**config.mk**
```make
export PLATFORM = sky130hd
export DESIGN_NAME = idle_current_reduction_timer
export DESIGN_NICKNAME = d
export VERILOG_FILES = /design/src/idle_timer_pkg.sv /design/src/pulse_gen.sv /design/src/idle_current_reduction_timer.sv
export SDC_FILE = /design/constraint.sdc
export NUM_CORES = 1
export LEC_CHECK = 0
export BUFFER_PORTS_ARGS = -buffer_cell sky130_fd_sc_hd__buf_2
export CAP_MARGIN = 20
export CORE_MARGIN = 2
export CORE_UTILIZATION = 46
export DETAILED_ROUTE_END_ITERATION = 8
export PLACE_DENSITY = 0.74
export SETUP_SLACK_MARGIN = 0.15
export SLEW_MARGIN = 20
export SYNTH_ARGS = -nofsm -noshare
export SYNTH_HDL_FRONTEND = slang
export SYNTH_SLANG_ARGS = --single-unit
export TNS_END_PERCENT = 10
```
**constraint.sdc**
```tcl
create_clock -name clk_sys -period 3.27 [get_ports clk_sys]
set_input_delay 0.1635 -clock clk_sys [delete_from_list [all_inputs] [get_ports clk_sys]]
set_output_delay 0.1635 -clock clk_sys [all_outputs]
set_load 0.1 [all_outputs]
```
**src/idle_timer_pkg.sv**
```systemverilog
// Package with modes, timing constants and carrier structs for the idle current reduction timer
package idle_timer_pkg;

  typedef enum logic [2:0] {
    SETUP_MODE,
    STEP_DIR_MODE,
    ADJUSTABLE_RATE_MODE,
    FIXED_RATE_MODE
  } opMode_e;

  localparam int CLK_HZ = 40000000;
  localparam int IDLE_TIME_S = 4;
  localparam longint IDLE_CYCLES_L = longint'(IDLE_TIME_S) * longint'(CLK_HZ);
  localparam int IDLE_CYCLES = int'(IDLE_CYCLES_L);
  localparam int IDLE_CNT_W = 28;

  // Pulse generator half period default, in cycles
  localparam int GEN_HALF_DEFAULT = 20000;
  localparam int GEN_CNT_W = 24;

  localparam logic [IDLE_CNT_W-1:0] IDLE_CNT_RESET = 28'h0000000;
  localparam logic [GEN_CNT_W-1:0] GEN_CNT_RESET = 24'h000000;

  typedef struct packed {
    logic stepPulse;
    logic runRequestN;
    logic enableN;
  } hostPins_s;

  typedef struct packed {
    logic stepOut;
    logic windingEnable;
    logic holdCurrentCut;
  } driverOut_s;

endpackage

```
**src/pulse_gen.sv**
```systemverilog
// On-board step pulse generator with programmable half period
`timescale 1ns/1ps
module pulse_gen
  import idle_timer_pkg::*;
(
  // Clock and reset
  input wire logic clk_sys,
  input wire logic nrst,
  // Control
  input wire logic run,
  input wire logic [GEN_CNT_W-1:0] halfPeriod,
  // Output
  output logic stepOut
);

  logic [GEN_CNT_W-1:0] cnt;
  logic [GEN_CNT_W-1:0] next_cnt;
  logic next_stepOut;

  always_comb begin
    next_cnt = cnt;
    next_stepOut = stepOut;
    if (!run) begin
      next_cnt = GEN_CNT_RESET;
      next_stepOut = 1'b0;
    end else if (cnt + 24'h000001 >= halfPeriod) begin
      next_cnt = GEN_CNT_RESET;
      next_stepOut = ~stepOut;
    end else begin
      next_cnt = cnt + 24'h000001;
    end
  end

  always_ff @(posedge clk_sys or negedge nrst) begin
    if (!nrst) begin
      cnt <= GEN_CNT_RESET;
      stepOut <= 1'b0;
    end else begin
      cnt <= next_cnt;
      stepOut <= next_stepOut;
    end
  end

endmodule

```
**src/idle_current_reduction_timer.sv**
```systemverilog
// Idle detector requesting hold current reduction, with step generator and winding enable
//
// Functional notes
// - Step/dir: cut request 4 s after last step
// - Step/dir: new step drops cut at once
// - Adjustable rate: cut 4 s after run high
// - Fixed rate: cut 4 s after run high
// - Setup modes never request current cut
// - Adjustable/fixed rate: generator steps while run request is low
// - Windings energized only while enable low
`timescale 1ns/1ps
module idle_current_reduction_timer
  import idle_timer_pkg::*;
#(
  parameter int IDLE_LIMIT = IDLE_CYCLES
)
(
  // Clock and reset
  input wire logic clk_sys,
  input wire logic nrst,
  // Mode and generator setting
  input wire opMode_e opMode,
  input wire logic [GEN_CNT_W-1:0] genHalfPeriod,
  // Host pins
  input wire hostPins_s pins,
  // Driver outputs
  output driverOut_s drv
);

  localparam logic [IDLE_CNT_W-1:0] IDLE_LIMIT_C = IDLE_LIMIT[IDLE_CNT_W-1:0];

  function automatic logic isGenMode(input opMode_e m);
    return (m == ADJUSTABLE_RATE_MODE) || (m == FIXED_RATE_MODE);
  endfunction

  function automatic logic isNormalMode(input opMode_e m);
    return (m == STEP_DIR_MODE) || isGenMode(m);
  endfunction

  // Two-stage synchronisers for host pins
  hostPins_s syncA;
  hostPins_s syncB;
  logic stepPrev;

  always_ff @(posedge clk_sys or negedge nrst) begin
    if (!nrst) begin
      syncA <= '{stepPulse: 1'b0, runRequestN: 1'b1, enableN: 1'b1};
      syncB <= '{stepPulse: 1'b0, runRequestN: 1'b1, enableN: 1'b1};
      stepPrev <= 1'b0;
    end else begin
      syncA <= pins;
      syncB <= syncA;
      stepPrev <= syncB.stepPulse;
    end
  end

  logic stepRise;
  logic activity;
  assign stepRise = syncB.stepPulse && !stepPrev;

  // Activity clears the idle counter
  always_comb begin
    case (opMode)
      STEP_DIR_MODE: activity = stepRise;
      ADJUSTABLE_RATE_MODE: activity = !syncB.runRequestN;
      FIXED_RATE_MODE: activity = !syncB.runRequestN;
      default: activity = 1'b1;
    endcase
  end

  logic [IDLE_CNT_W-1:0] idleCnt;
  logic [IDLE_CNT_W-1:0] next_idleCnt;
  logic next_cut;
  logic next_windingEnable;
  logic next_stepOut;
  logic genStep;
  logic genRun;

  assign genRun = isGenMode(opMode) && !syncB.runRequestN;

  always_comb begin
    next_idleCnt = idleCnt;
    if (activity || !isNormalMode(opMode)) begin
      next_idleCnt = IDLE_CNT_RESET;
    end else if (idleCnt < IDLE_LIMIT_C) begin
      next_idleCnt = idleCnt + 28'h0000001;
    end
    // Cut asserted when the idle count reaches the limit, dropped at once on activity
    next_cut = isNormalMode(opMode) && !activity && (next_idleCnt >= IDLE_LIMIT_C);
    next_windingEnable = isNormalMode(opMode) && !syncB.enableN;
    next_stepOut = isGenMode(opMode) ? genStep : syncB.stepPulse;
  end

  pulse_gen uGen (
    .clk_sys(clk_sys),
    .nrst(nrst),
    .run(genRun),
    .halfPeriod(genHalfPeriod),
    .stepOut(genStep)
  );

  always_ff @(posedge clk_sys or negedge nrst) begin
    if (!nrst) begin
      idleCnt <= IDLE_CNT_RESET;
      drv <= '{stepOut: 1'b0, windingEnable: 1'b0, holdCurrentCut: 1'b0};
    end else begin
      idleCnt <= next_idleCnt;
      drv.holdCurrentCut <= next_cut;
      drv.windingEnable <= next_windingEnable;
      drv.stepOut <= next_stepOut;
    end
  end

  // Checking aid: cycles that the generator output stands still while running
  logic [GEN_CNT_W:0] genQuiet;
  logic [GEN_CNT_W:0] next_genQuiet;
  logic stepOutPrev;

  always_comb begin
    next_genQuiet = genQuiet;
    if (!genRun || drv.stepOut != stepOutPrev) begin
      next_genQuiet = {1'b0, GEN_CNT_RESET};
    end else if (genQuiet != '1) begin
      next_genQuiet = genQuiet + 25'h0000001;
    end
  end

  always_ff @(posedge clk_sys or negedge nrst) begin
    if (!nrst) begin
      genQuiet <= {1'b0, GEN_CNT_RESET};
      stepOutPrev <= 1'b0;
    end else begin
      genQuiet <= next_genQuiet;
      stepOutPrev <= drv.stepOut;
    end
  end
endmodule

```
# Yosys cells after proc, flatten, opt, wreduce, memory -nomap -nowiden
# Cells that the tools add are included.
# word_totals
in_bits,32
ff_bits,63
mem_bits_rw,0
latch_bits,0
n_memories,0
mem_bits_ro,0
# op_classes
shifts,0
n_eq_ne,4
order_cmp,3
n_reduce_logical,14
mul,0
n_mux,8
div,0
n_addsub,2
n_bitwise,1
# op_table
operator,n
two-way mux 28 bit,2
two-way mux 24 bit,2
"adder 28 x 1 -> 28 bit, second input constant",1
"greater-or-equal comparator 28 bit, second input constant",1
"< comparator 28 bit, second input constant",1
"adder 24 x 1 -> 24 bit, second input constant",1
greater-or-equal comparator 24 bit,1
"equality test 3 x 2 -> 1 bit, second input constant",2
logical AND 1 bit,5
logical NOT 1 bit,5
"equality test 3 x 1 -> 1 bit, second input constant",1
logical OR 1 bit,3
two-way mux 1 bit,3
"!= test 2 bit, second input constant",1
case mux 1 bit (2 select lines),1
OR reduction 2 bit,1
inverter 1 bit,1

# Depth between registers and ports, before layout
# Gate-level depths: netlist (run 1).
# depth
ltp_word,8
mapped_depth,14
depth_no_buf,14

# Hierarchy
# A second synthesis (run 1) with hierarchy kept.
# hier_totals
cells_unflattened,425
area_unflattened_um2,4041.4
# by_module_without_submodules
module,n_inst,area_per_inst_um2,seq_area_each_um2,cells_each
idle_current_reduction_timer,1,2167.1,955.9,228
pulse_gen,1,1874.3,625.6,197

# Worst setup path before layout (run 1)
# OpenSTA, ideal clock, no wires.
# synth_timing
kind,reg2reg
startpoint,reg uGen.cnt[2]
endpoint,reg uGen.stepOut
required_ns,3.145
path_stages_with_launch,13
n_path_buf,0
arrival_time_ns,3.249
period_less_slack_ns,3.373
setup_time_ns,0.125
path_slack_ns,-0.103
path_cell_list,dfrtp_1 -> and4_1 -> nor2b_1 -> nand4_1 -> nor2_1 -> and3_1 -> xor2_1 -> ha_1 -> a21o_1 -> a21o_1 -> a2111oi_0 -> nand2_1 -> mux2_2
# synth_via
elab_chain_cells,3
# synth_lines
element,line_no,text
from (decl),pulse_gen.sv:16,logic [GEN_CNT_W-1:0] cnt;
from (signal assigned),pulse_gen.sv:39,cnt <= next_cnt;
adder 24 x 1 -> 24 bit,pulse_gen.sv:26,end else if (cnt + 24'h000001 >= halfPeriod) begin
greater-or-equal comparator 24 bit,pulse_gen.sv:26,
!= test 2 bit (no source line),n/a,
to (signal assigned),pulse_gen.sv:40,stepOut <= next_stepOut;
to (decl),pulse_gen.sv:13,output logic stepOut
# No other way between the ends.
# A chain may end at the register's enable or synchronous reset.

# Final worst setup path (run 1)
# layout_timing
startpoint,reg uGen.cnt[2]
endpoint,reg uGen.cnt[16]
# layout_via
elab_chain_cells,4
# layout_lines
element,line_no,text
adder 24 x 1 -> 24 bit *,"pulse_gen.sv:26, pulse_gen.sv:30",
greater-or-equal comparator 24 bit,pulse_gen.sv:26,
two-way mux 24 bit *,pulse_gen.sv:26,
two-way mux 24 bit *,pulse_gen.sv:23,if (!run) begin
named net uGen.next_cnt[16],pulse_gen.sv:17,logic [GEN_CNT_W-1:0] next_cnt;
# The timed path passes the listed nets; every way through them passes the cells marked *.

==> flow_summary.json, run 1 <==
{
  "r2r_setup_slack_ps": 130,
  "syn_nets": 464,
  "numCtsBuffers": 9,
  "synth_flop_cell": "dfrtp_1",
  "grt_pass1_vias": 2907,
  "dieWidth_um": 95.6,
  "via_per_inst": 5.33,
  "final.setup_skew_ps": 8.77,
  "synth.avg_cell_area_sq_um": 9.50,
  "min_from": "opMode[0]",
  "routed_wl_um": 8310,
  "min_period_over_period": 0.962,
  "grt_start_max_net_pins": 39,
  "io_buffer_count": 34,
  "dp.cells": 540,
  "die_y_um": 95.6,
  "fill_cells": 699,
  "cp_max_fo": 10,
  "vias": 3048,
  "crit_chain": "and4_4, nor2b_4, nand4_1, buf_4, nor2_4, and3_4, xor2_2, ha_1, a21o_1, a21o_1, a2111oi_4, buf_4, clkbuf_16, and3_1",
  "finalWorstSetupSlack_ps": 126,
  "whs_endpoint": "drv[1]",
  "synth-edff-count": 0,
  "hpwl_um": 5590,
  "finalNonFillerCells": 572,
  "status": "finished, final reports clean",
  "clk_pin_slew_ps": 70,
  "insertion_delay_ps": 350,
  "diodes": 0,
  "max_cap_viol_count": 0,
  "grt_usage": 0.189,
  "totalPowerFinal_uw": 1680,
  "grt_antenna_before_repair": 0,
  "worst_slew_pin_slew_ps": 850,
  "holdPathStages": 3,
  "antenna_left": 0,
  "htree_levels": 3,
  "slew_headroom": 0.433,
  "core-area_sq_um": 8180,
  "hp-class": "input pin to flop",
  "required_ps": 3550,
  "cp.arrival_ps": 3430,
  "p_per_area_nw_per_um2": 359,
  "syn_to_final_growth_pct": 20.8,
  "ys_seq_area_frac": 0.410,
  "drt_pass1_iterations": 4,
  "clock.fmax_mhz": 318,
  "rsz0062_at_grt": "yes",
  "num_rows": 33,
  "drive_gt1_frac": 0.231,
  "place_ws_ps": 112,
  "async_reset_ff_frac": 1.00,
  "remaining_drc_errors": 0,
  "min_period_ps": 3140,
  "finalSetupViolations": 0,
  "clock-root-buffer": "clkbuf_8",
  "path_class": "flop to flop",
  "r2r-start": "uGen.cnt[2]",
  "end_kind": "flop",
  "start_util": 0.472,
  "dieArea_sq_um": 9140,
  "drtIter0Drc": 128,
  "finalMaxSlewViolations": 0,
  "crit_path_start_kind": "flop",
  "netlist_instances": 406,
  "ioPinCount": 35,
  "power.leakage_uw": 0.00231,
  "ir_drop_mv": 0.221,
  "utilization": 0.570,
  "yosysUniqueCellTypes": 53,
  "cts_tree": "built",
  "critPathMaxStageDelay_ps": 420,
  "rr_endpoint": "uGen.cnt[16]",
  "slowest_stage": "dfrtp_1",
  "grt.overflow.total": 0,
  "nets": 520,
  "ys_seq_elements": 63,
  "worst_r2r_path_depth": 14,
  "grt_pass1_wl_um": 13300,
  "clock-sinks": 63,
  "hold_violations": 0,
  "synth_area_sq_um": 3860,
  "ys.warnings.count": 0,
  "place_congestion": 0.894,
  "clk_path_buf_depth": 2,
  "wire_per_inst_um": 14.5
}
==> final cells by class <==
type	instances	area (sq um)	area share
Clock buffer	13	159	0.0341
Clock inverter	3	65.1	0.0140
Inverter	27	101	0.0217
Sequential cell	63	1580	0.339
Timing Repair Buffer	60	415	0.0891
Multi-Input combinational cell	301	2210	0.474
Tap cell	105	131	0.0282
==> placed cells by master, fill, tap and decap left out, types with 6 or more instances in the layout <==
cell type	count
a21oi_1	7
a21o_1	9
buf_2	34
and3_1	34
nand4_1	10
o21ai_0	6
xor2_1	18
buf_4	17
ha_1	25
inv_1	27
nor2_1	43
dfrtp_1	59
xnor2_1	24
nand2_1	28
nand3_1	11
nor3_1	9
clkbuf_8	11
==> what timing repair did <==
action | in CTS | in global routing
buffers inserted | 3 | 7
pin swaps | 2 | 15
hold endpoints to repair | 37 | 0
hold buffers | 5 | 0
endpoints found under the setup margin | 25 | 26
gates resized for setup | 3 | 22
gates cloned | 0 | 1
==> where the power goes <==
group / switching [uW] / internal (uW)
clock network: 298 / 470
logic: 68.1 / 45.5
registers: 4.15 / 789
==> how the worst max path moves through the flow <==
stage                      from      endpoint  slack (ps)  depth (start not counted)
global placement    uGen.cnt[2]  uGen.stepOut         160                         14
global route        uGen.cnt[2]  uGen.cnt[16]         -20                         15
floorplan           uGen.cnt[2]  uGen.stepOut         160                         12
finish              uGen.cnt[2]  uGen.cnt[16]         130                         14
CTS                 uGen.cnt[2]  uGen.cnt[14]         140                         12
detailed placement  uGen.cnt[2]  uGen.stepOut         110                         14
==> synth_stat cells (3+ instances only) <==
| library cell | count | area [sq um] |
|---|---|---|
| nor4_1 | 6 | 37.5 |
| nor2b_1 | 6 | 37.5 |
| and4_1 | 3 | 26.3 |
| nor3b_1 | 4 | 30.0 |
| nor2_1 | 46 | 173 |
| ha_1 | 26 | 325 |
| a21o_1 | 9 | 67.6 |
| nand2_1 | 29 | 109 |
| or3_1 | 3 | 18.8 |
| dfstp_2 | 4 | 105 |
| xnor2_1 | 26 | 228 |
| o21ai_0 | 6 | 30.0 |
| dfrtp_1 | 59 | 1480 |
| and3_1 | 35 | 219 |
| a211oi_1 | 3 | 22.5 |
| nand3_1 | 12 | 60.1 |
| nor3_1 | 9 | 45.0 |
| xor2_1 | 20 | 175 |
| inv_1 | 27 | 101 |
| nand4_1 | 10 | 62.6 |
| a21oi_1 | 8 | 40.0 |
| nand2b_1 | 3 | 18.8 |
| clkbuf_1 | 11 | 41.3 |
==> cell families (layout without fill, tap and decap cells) <==
logic type / count (synthesis) / count (layout) / synth area share
AO/OA/AOI/OAI: 45 / 45 / 0.0924
XOR/XNOR: 47 / 47 / 0.109
adder cells (fa/ha/maj): 26 / 26 / 0.0843
buffers and inverters: 42 / 103 / 0.0457
flip-flops: 63 / 63 / 0.410
multiplexers: 5 / 5 / 0.0146
AND/OR/NAND/NOR: 178 / 178 / 0.244
==> metal layers <==
layer | routed length, um | track usage | vias up
met3 | 326 | 0.0490 | 13
li1 | - | - | 1521
met4 | 154 | 0.0786 | 0
met1 | 3870 | 0.246 | 1461
met5 | 0 | 0 | -
met2 | 3950 | 0.297 | 53
==> stage by stage <==
stage | TNS, ps | area [sq um] | hold slack [ps]
final | 0 | 4660 | 87.9
after global routing | -179 | 4660 | 86.9
after CTS | 0 | 4490 | 76.5
after detailed placement | 0 | 4170 | 273
after global placement | 0 | 4170 | 271
after floorplan | 0 | 3870 | -132
==> critical path, delay by kind of cell, from the launching register on <==
kind / cells / cell delay (ps)
AOI/OAI and AO/OA: 3 / 690
xor gates and xnor gates: 1 / 160
adders and majority gates: 1 / 270
buffers and inverters: 3 / 510
DFF: 1 / 420
and+or+nand+nor: 6 / 1030
==> sequential cells by signal, indices dropped and copies added (netlist names) <==
register and flops:
stepPrev 1, syncA 3, idleCnt 28, uGen.stepOut 1, uGen.cnt 24, drv 3
syncB 3
Power figures use the tool's default switching activity.
==> run 2: changes to the inputs <==
--- a/config.mk
+++ b/config.mk
@@ -11,6 +11,7 @@
 export CORE_UTILIZATION = 46
 export DETAILED_ROUTE_END_ITERATION = 8
 export PLACE_DENSITY = 0.74
+export REMOVE_ABC_BUFFERS = 1
 export SETUP_SLACK_MARGIN = 0.15
 export SLEW_MARGIN = 20
 export SYNTH_ARGS = -nofsm -noshare
==> run 2 against run 1 <==
Net effect:
- clock skew grew 0.84 ps
- sequential power is essentially flat
- sequential share of layout area down 0.29 points
- non-clock buffer count unchanged
- total power up 2.6%
- combinational power barely moved
- wire length increased by 3.6%
- hold slack got worse by 71 ps
- utilization is 0.58 points higher
- fmax about the same
- register-to-register slack about the same
- critical path type unchanged
==> flow_summary.json, run 2 (same netlist as run 1, synthesis figures left out) <==
{
  "clock.fmax_mhz": 318,
  "io_buffer_count": 34,
  "clock-root-buffer": "clkbuf_8",
  "start_util": 0.472,
  "hp-class": "input pin to flop",
  "worst_r2r_path_depth": 12,
  "required_ps": 3500,
  "largest_register_ff_count": 28,
  "rsz0062_at_grt": "yes",
  "final.setup_skew_ps": 9.61,
  "min_period_ps": 3150,
  "min_from": "opMode[2]",
  "regMostFlops": "idleCnt",
  "clock-sinks": 63,
  "drt_pass1_iterations": 4,
  "clk_path_buf_depth": 2,
  "num_rows": 33,
  "reg_top3": "idleCnt x28, uGen.cnt x24",
  "cp_max_fo": 4,
  "final_common_cell": "dfrtp_1",
  "finalMaxSlewViolations": 0,
  "holdPathStages": 2,
  "dieArea_sq_um": 9140,
  "end_kind": "flop",
  "r2r-start": "uGen.cnt[4]",
  "antenna_left": 0,
  "p_sw_uw": 374,
  "worst_slew_pin_slew_ps": 918,
  "rr_endpoint": "uGen.stepOut",
  "remaining_drc_errors": 0,
  "cts_tree": "built",
  "vias": 3071,
  "clkPwrFrac": 0.474,
  "p_seq_frac": 0.462,
  "p_per_area_nw_per_um2": 365,
  "ioPinCount": 35,
  "path_class": "flop to flop",
  "power.share.switching": 0.217,
  "htree_levels": 3,
  "place_congestion": 0.907,
  "grt_start_max_net_pins": 43,
  "clk_pin_slew_ps": 70,
  "nets": 520,
  "syn_to_final_growth_pct": 22.0,
  "grt_pass1_vias": 3076,
  "grt_usage": 0.193,
  "slew_headroom": 0.388,
  "diodes": 0,
  "grt.overflow.total": 0,
  "hold_violations": 0,
  "dieWidth_um": 95.6,
  "core-area_sq_um": 8180,
  "cp.arrival_ps": 3380,
  "mostFrequentLayoutCells": "57 x dfrtp_1, 42 x nor2_1, 35 x buf_2, 32 x and3_1, 28 x nand2_1",
  "insertion_delay_ps": 340,
  "whs_endpoint": "drv[1]",
  "grt_antenna_before_repair": 0,
  "numCtsBuffers": 9,
  "internal-power_uw": 1350,
  "power.leakage_uw": 0.00231,
  "finalSetupViolations": 0,
  "crit_path_start_kind": "flop",
  "via_per_inst": 5.37,
  "ir_drop_mv": 0.219,
  "hpwl_um": 5790,
  "routed_wl_um": 8600,
  "drive_gt1_frac": 0.251,
  "status": "finished, final reports clean",
  "totalPowerFinal_uw": 1720,
  "drtIter0Drc": 188,
  "die_y_um": 95.6,
  "max_cap_viol_count": 0,
  "r2r_setup_slack_ps": 120,
  "grt_pass1_wl_um": 13800,
  "combPwrFrac": 0.065,
  "wire_per_inst_um": 15.0,
  "min_period_over_period": 0.962,
  "fin_hold_ws_ps": 16.8
}
-- run 2: cell types whose count changed in the layout (fill, tap and decap cells not counted), sizes merged --
cell and change:
clkinv -1, dlygate4sd3 -1, buf +2
-- run 2: power groups by stage --
stage	clock network [uW]	logic [uW]	registers, uW
after floorplan	0	36.9	819
after global placement	0	96.6	808
after detailed placement	0	100	809
after CTS	822	105	794
after global routing	851	126	795
final	815	111	794
-- run 2: repair_timing --
item / in CTS / in global routing
hold buffers: 4 / 0
gates cloned: 0 / 1
pin swaps: 1 / 13
hold endpoints to repair: 39 / 0
buffers inserted: 3 / 8
endpoints found under the setup margin: 25 / 25
gates resized for setup: 2 / 35
-- run 2: layout make-up --
class | count | area, sq um
Clock buffer | 14 | 183
Clock inverter | 2 | 60.1
Fill cell | 673 | 3470
Inverter | 27 | 101
Multi-Input combinational cell | 301 | 2270
Sequential cell | 63 | 1580
Tap cell | 105 | 131
Timing Repair Buffer | 60 | 384
-- run 2: how the worst max path moves through the flow --
stage | start | end | slack [ps] | cells past startpoint
after floorplan | uGen.cnt[2] | uGen.stepOut | -1470 | 12
after global placement | uGen.cnt[2] | uGen.stepOut | 150 | 14
after detailed placement | uGen.cnt[2] | uGen.stepOut | 30 | 12
after CTS | uGen.cnt[0] | uGen.stepOut | 150 | 14
after global routing | uGen.cnt[4] | uGen.stepOut | -20 | 12
final | uGen.cnt[4] | uGen.stepOut | 120 | 12
-- run 2: per-stage QoR --
| stage | utilization | setup TNS (ps) | setup slack, ps | instance area, sq um | cells |
|---|---|---|---|---|---|
| CTS | 0.548 | 0 | 153 | 4480 | 563 |
| global route | 0.576 | -16.3 | -16.3 | 4710 | 572 |
| detailed placement | 0.510 | 0 | 25.8 | 4170 | 540 |
| finish | 0.576 | 0 | 123 | 4710 | 572 |
| global placement | 0.510 | 0 | 155 | 4170 | 540 |
| floorplan | - | -27490 | -1470 | 3780 | 391 |
-- run 2: critical path: stages, from the launching register on --
cell and delay, ps:
dfrtp_1 370, and4_4 240, nor2b_4 150, nand4_1 210
nor2_4 210, and3_4 220, xor2_2 150, ha_1 270
a21o_1 180, a21o_1 210, a2111oi_4 390, nand2_2 130
mux2_4 310
-- run 2: routing by layer --
layer	up-vias	track usage	wire length [um]	part of all wire
met5	-	0	0	0
met2	50	0.314	4190	0.49
met1	1499	0.265	4110	0.48
li1	1514	-	-	-
met4	0	0.0667	87	0.010
met3	8	0.0237	218	0.025
==> run 3: changes to the inputs <==
--- a/config.mk
+++ b/config.mk
@@ -16,5 +16,6 @@
 export SLEW_MARGIN = 20
 export SYNTH_ARGS = -nofsm -noshare
 export SYNTH_HDL_FRONTEND = slang
+export SYNTH_HIERARCHICAL = 1
 export SYNTH_SLANG_ARGS = --single-unit
 export TNS_END_PERCENT = 10
==> run 3 against run 2 <==
Net effect:
- sequential share of layout area decreased by 0.54 points
- clock skew decreased by 0.55 ps
- worst setup slack got worse by 57 ps
- largest cell class unchanged
- combinational power about the same
- wire length increased by 3.0%
- synthesized area increased by 4.7%
- final area increased by 1.5%
- sequential cell count unchanged
- fmax decreased by 1.8%
- hold slack improved by 11 ps
- total power decreased by 2.1%
==> flow_summary.json, run 3 <==
{
  "status": "finished, final reports clean",
  "final_common_cell": "dfrtp_1",
  "fin_area_sq_um": 4780,
  "finalMaxSlewViolations": 0,
  "grt.overflow.total": 0,
  "netlist.area_leader.share": 0.365,
  "synth_area_leaders": "dfrtp_1 37%, ha_1 8.0%, xnor2_1 4.6%",
  "clock-root-buffer": "clkbuf_8",
  "p_per_area_nw_per_um2": 352,
  "grt_antenna_before_repair": 0,
  "vias": 3313,
  "min_period_over_period": 0.980,
  "via_per_inst": 5.55,
  "finalSetupViolations": 0,
  "slew_headroom": 0.532,
  "ir_drop_mv": 0.156,
  "max_cap_viol_count": 0,
  "synth_area_sq_um": 4040,
  "cp_max_fo": 3,
  "die_y_um": 97.7,
  "grt_pass1_vias": 3387,
  "drtIter0Drc": 118,
  "num_rows": 34,
  "grt_usage": 0.196,
  "cp.arrival_ps": 3440,
  "ys_seq_elements": 63,
  "insertion_delay_ps": 350,
  "dieArea_sq_um": 9550,
  "start_util": 0.468,
  "io_buffer_count": 34,
  "crit_path_start_kind": "flop",
  "async_reset_ff_frac": 1.00,
  "antenna_left": 0,
  "worst-path-buf-inv": 1,
  "dieWidth_um": 97.7,
  "ioPinCount": 35,
  "mostFrequentLayoutCells": "59 x dfrtp_1, 34 x buf_2, 31 x inv_1, 31 x nor2_1, 26 x ha_1",
  "drive_gt1_frac": 0.213,
  "core-area_sq_um": 8640,
  "hold_violations": 0,
  "power.leakage_uw": 0.00221,
  "nets": 542,
  "synth_largest_area_cell": "dfrtp_1",
  "clock.fmax_mhz": 312,
  "ys_seq_area_frac": 0.391,
  "remaining_drc_errors": 0,
  "grt_pass1_wl_um": 15200,
  "drt_pass1_iterations": 4,
  "final.setup_skew_ps": 9.06,
  "synth-edff-count": 0,
  "crit_chain": "nand3_2, or2_1, nor4b_4, buf_4, and3_4, xor2_2, ha_1, nand4_1, or4_4, o31ai_4, mux2_4",
  "worst_slew_pin_slew_ps": 703,
  "yosysMostFrequentCell": "dfrtp_1",
  "clock-sinks": 63,
  "numCtsBuffers": 9,
  "slowest_stage": "or4_4",
  "critPathMaxStageDelay_ps": 490,
  "regMostFlops": "idleCnt",
  "reg_top3": "idleCnt x28, uGen/cnt x24",
  "ys.warnings.count": 6,
  "syn_to_final_growth_pct": 18.2,
  "place_ws_ps": -58.3,
  "synth_flop_cell": "dfrtp_1",
  "hp-class": "input pin to flop",
  "place_congestion": 0.921,
  "diodes": 0,
  "hpwl_um": 6360,
  "grt_start_max_net_pins": 41,
  "cts_tree": "built",
  "routed_wl_um": 8860,
  "wire_per_inst_um": 14.8,
  "dpl_cell_area_sq_um": 4420,
  "yosysUniqueCellTypes": 68,
  "synth_top_cells_by_count": "59 x dfrtp_1, 33 x nor2_1, 31 x inv_1",
  "htree_levels": 3,
  "end_kind": "flop",
  "finalWorstSetupSlack_ps": 66.6,
  "synth.avg_cell_area_sq_um": 9.51,
  "largest_register_ff_count": 28,
  "netlist_instances": 425,
  "clk_pin_slew_ps": 80,
  "required_ps": 3500,
  "crit_family": "simple AND/OR/NAND/NOR gates",
  "rsz0062_at_grt": "yes",
  "path_class": "flop to flop",
  "min_period_ps": 3200,
  "clk_path_buf_depth": 2
}
-- run 3: final timing paths --
check,to,depth (start not counted),slack (ps),start
setup / recovery,uGen/stepOut,11,70,uGen/cnt[9]
hold / removal,drv[1],2,30,opMode[2]
setup reg to reg,uGen/stepOut,11,70,uGen/cnt[9]
hold reg to reg,syncB[2],0,360,syncA[2]
max in group asynchronous,idleCnt[9],3,2030,nrst
min in group asynchronous,drv[1],2,330,nrst
-- run 3: kinds of logic after synthesis --
family	Yosys count	synth area share
and+or+nand+nor	189	0.269
adders and majority gates	26	0.0805
xor gates and xnor gates	43	0.0950
muxes	3	0.00805
AOI/OAI and AO/OA	59	0.114
DFF	63	0.391
buffers and inverters	42	0.0421
-- run 3: what timing repair did --
item	4_1_cts	5_1_grt
buffers inserted	2	2
hold endpoints to repair	23	0
gates resized for setup	8	5
hold buffers	4	0
cloned	0	0
endpoints found under the setup margin	25	25
pin swaps	6	4
-- run 3: through the flow --
step / TNS, ps / hold slack (ps) / utilization / power (uW) / cells
2_1_floorplan: -1370 / -132 / - / 859 / 414
3_3_place_gp: 0 / 168 / 0.512 / 909 / 573
3_5_place_dp: -751 / 168 / 0.512 / 914 / 573
4_1_cts: 0 / 17.7 / 0.550 / 1700 / 595
5_1_grt: -772 / 10.3 / 0.553 / 1750 / 597
6_report: 0 / 27.9 / 0.553 / 1680 / 597
-- run 3: cell type report --
type	instances	area (sq um)
well taps	108	135
fillers	759	3860
flip-flops and latches	63	1580
repair buffers	59	375
clock buffers	10	138
clock inverters	6	92.6
multi-input cells	320	2340
inverters	31	116
-- run 3: report_power, final --
group,switching (uW),internal [uW]
Combinational,67.1,41.1
Clock,327,454
Sequential,5.65,789
Total,400,1280
-- run 3: per-layer routing --
layer | GRT usage | wire, um | up-vias
li1 | - | - | 1614
met2 | 0.323 | 4370 | 70
met4 | 0.0684 | 133 | 0
met5 | 0 | 0 | -
met1 | 0.250 | 4040 | 1616
met3 | 0.0515 | 321 | 13
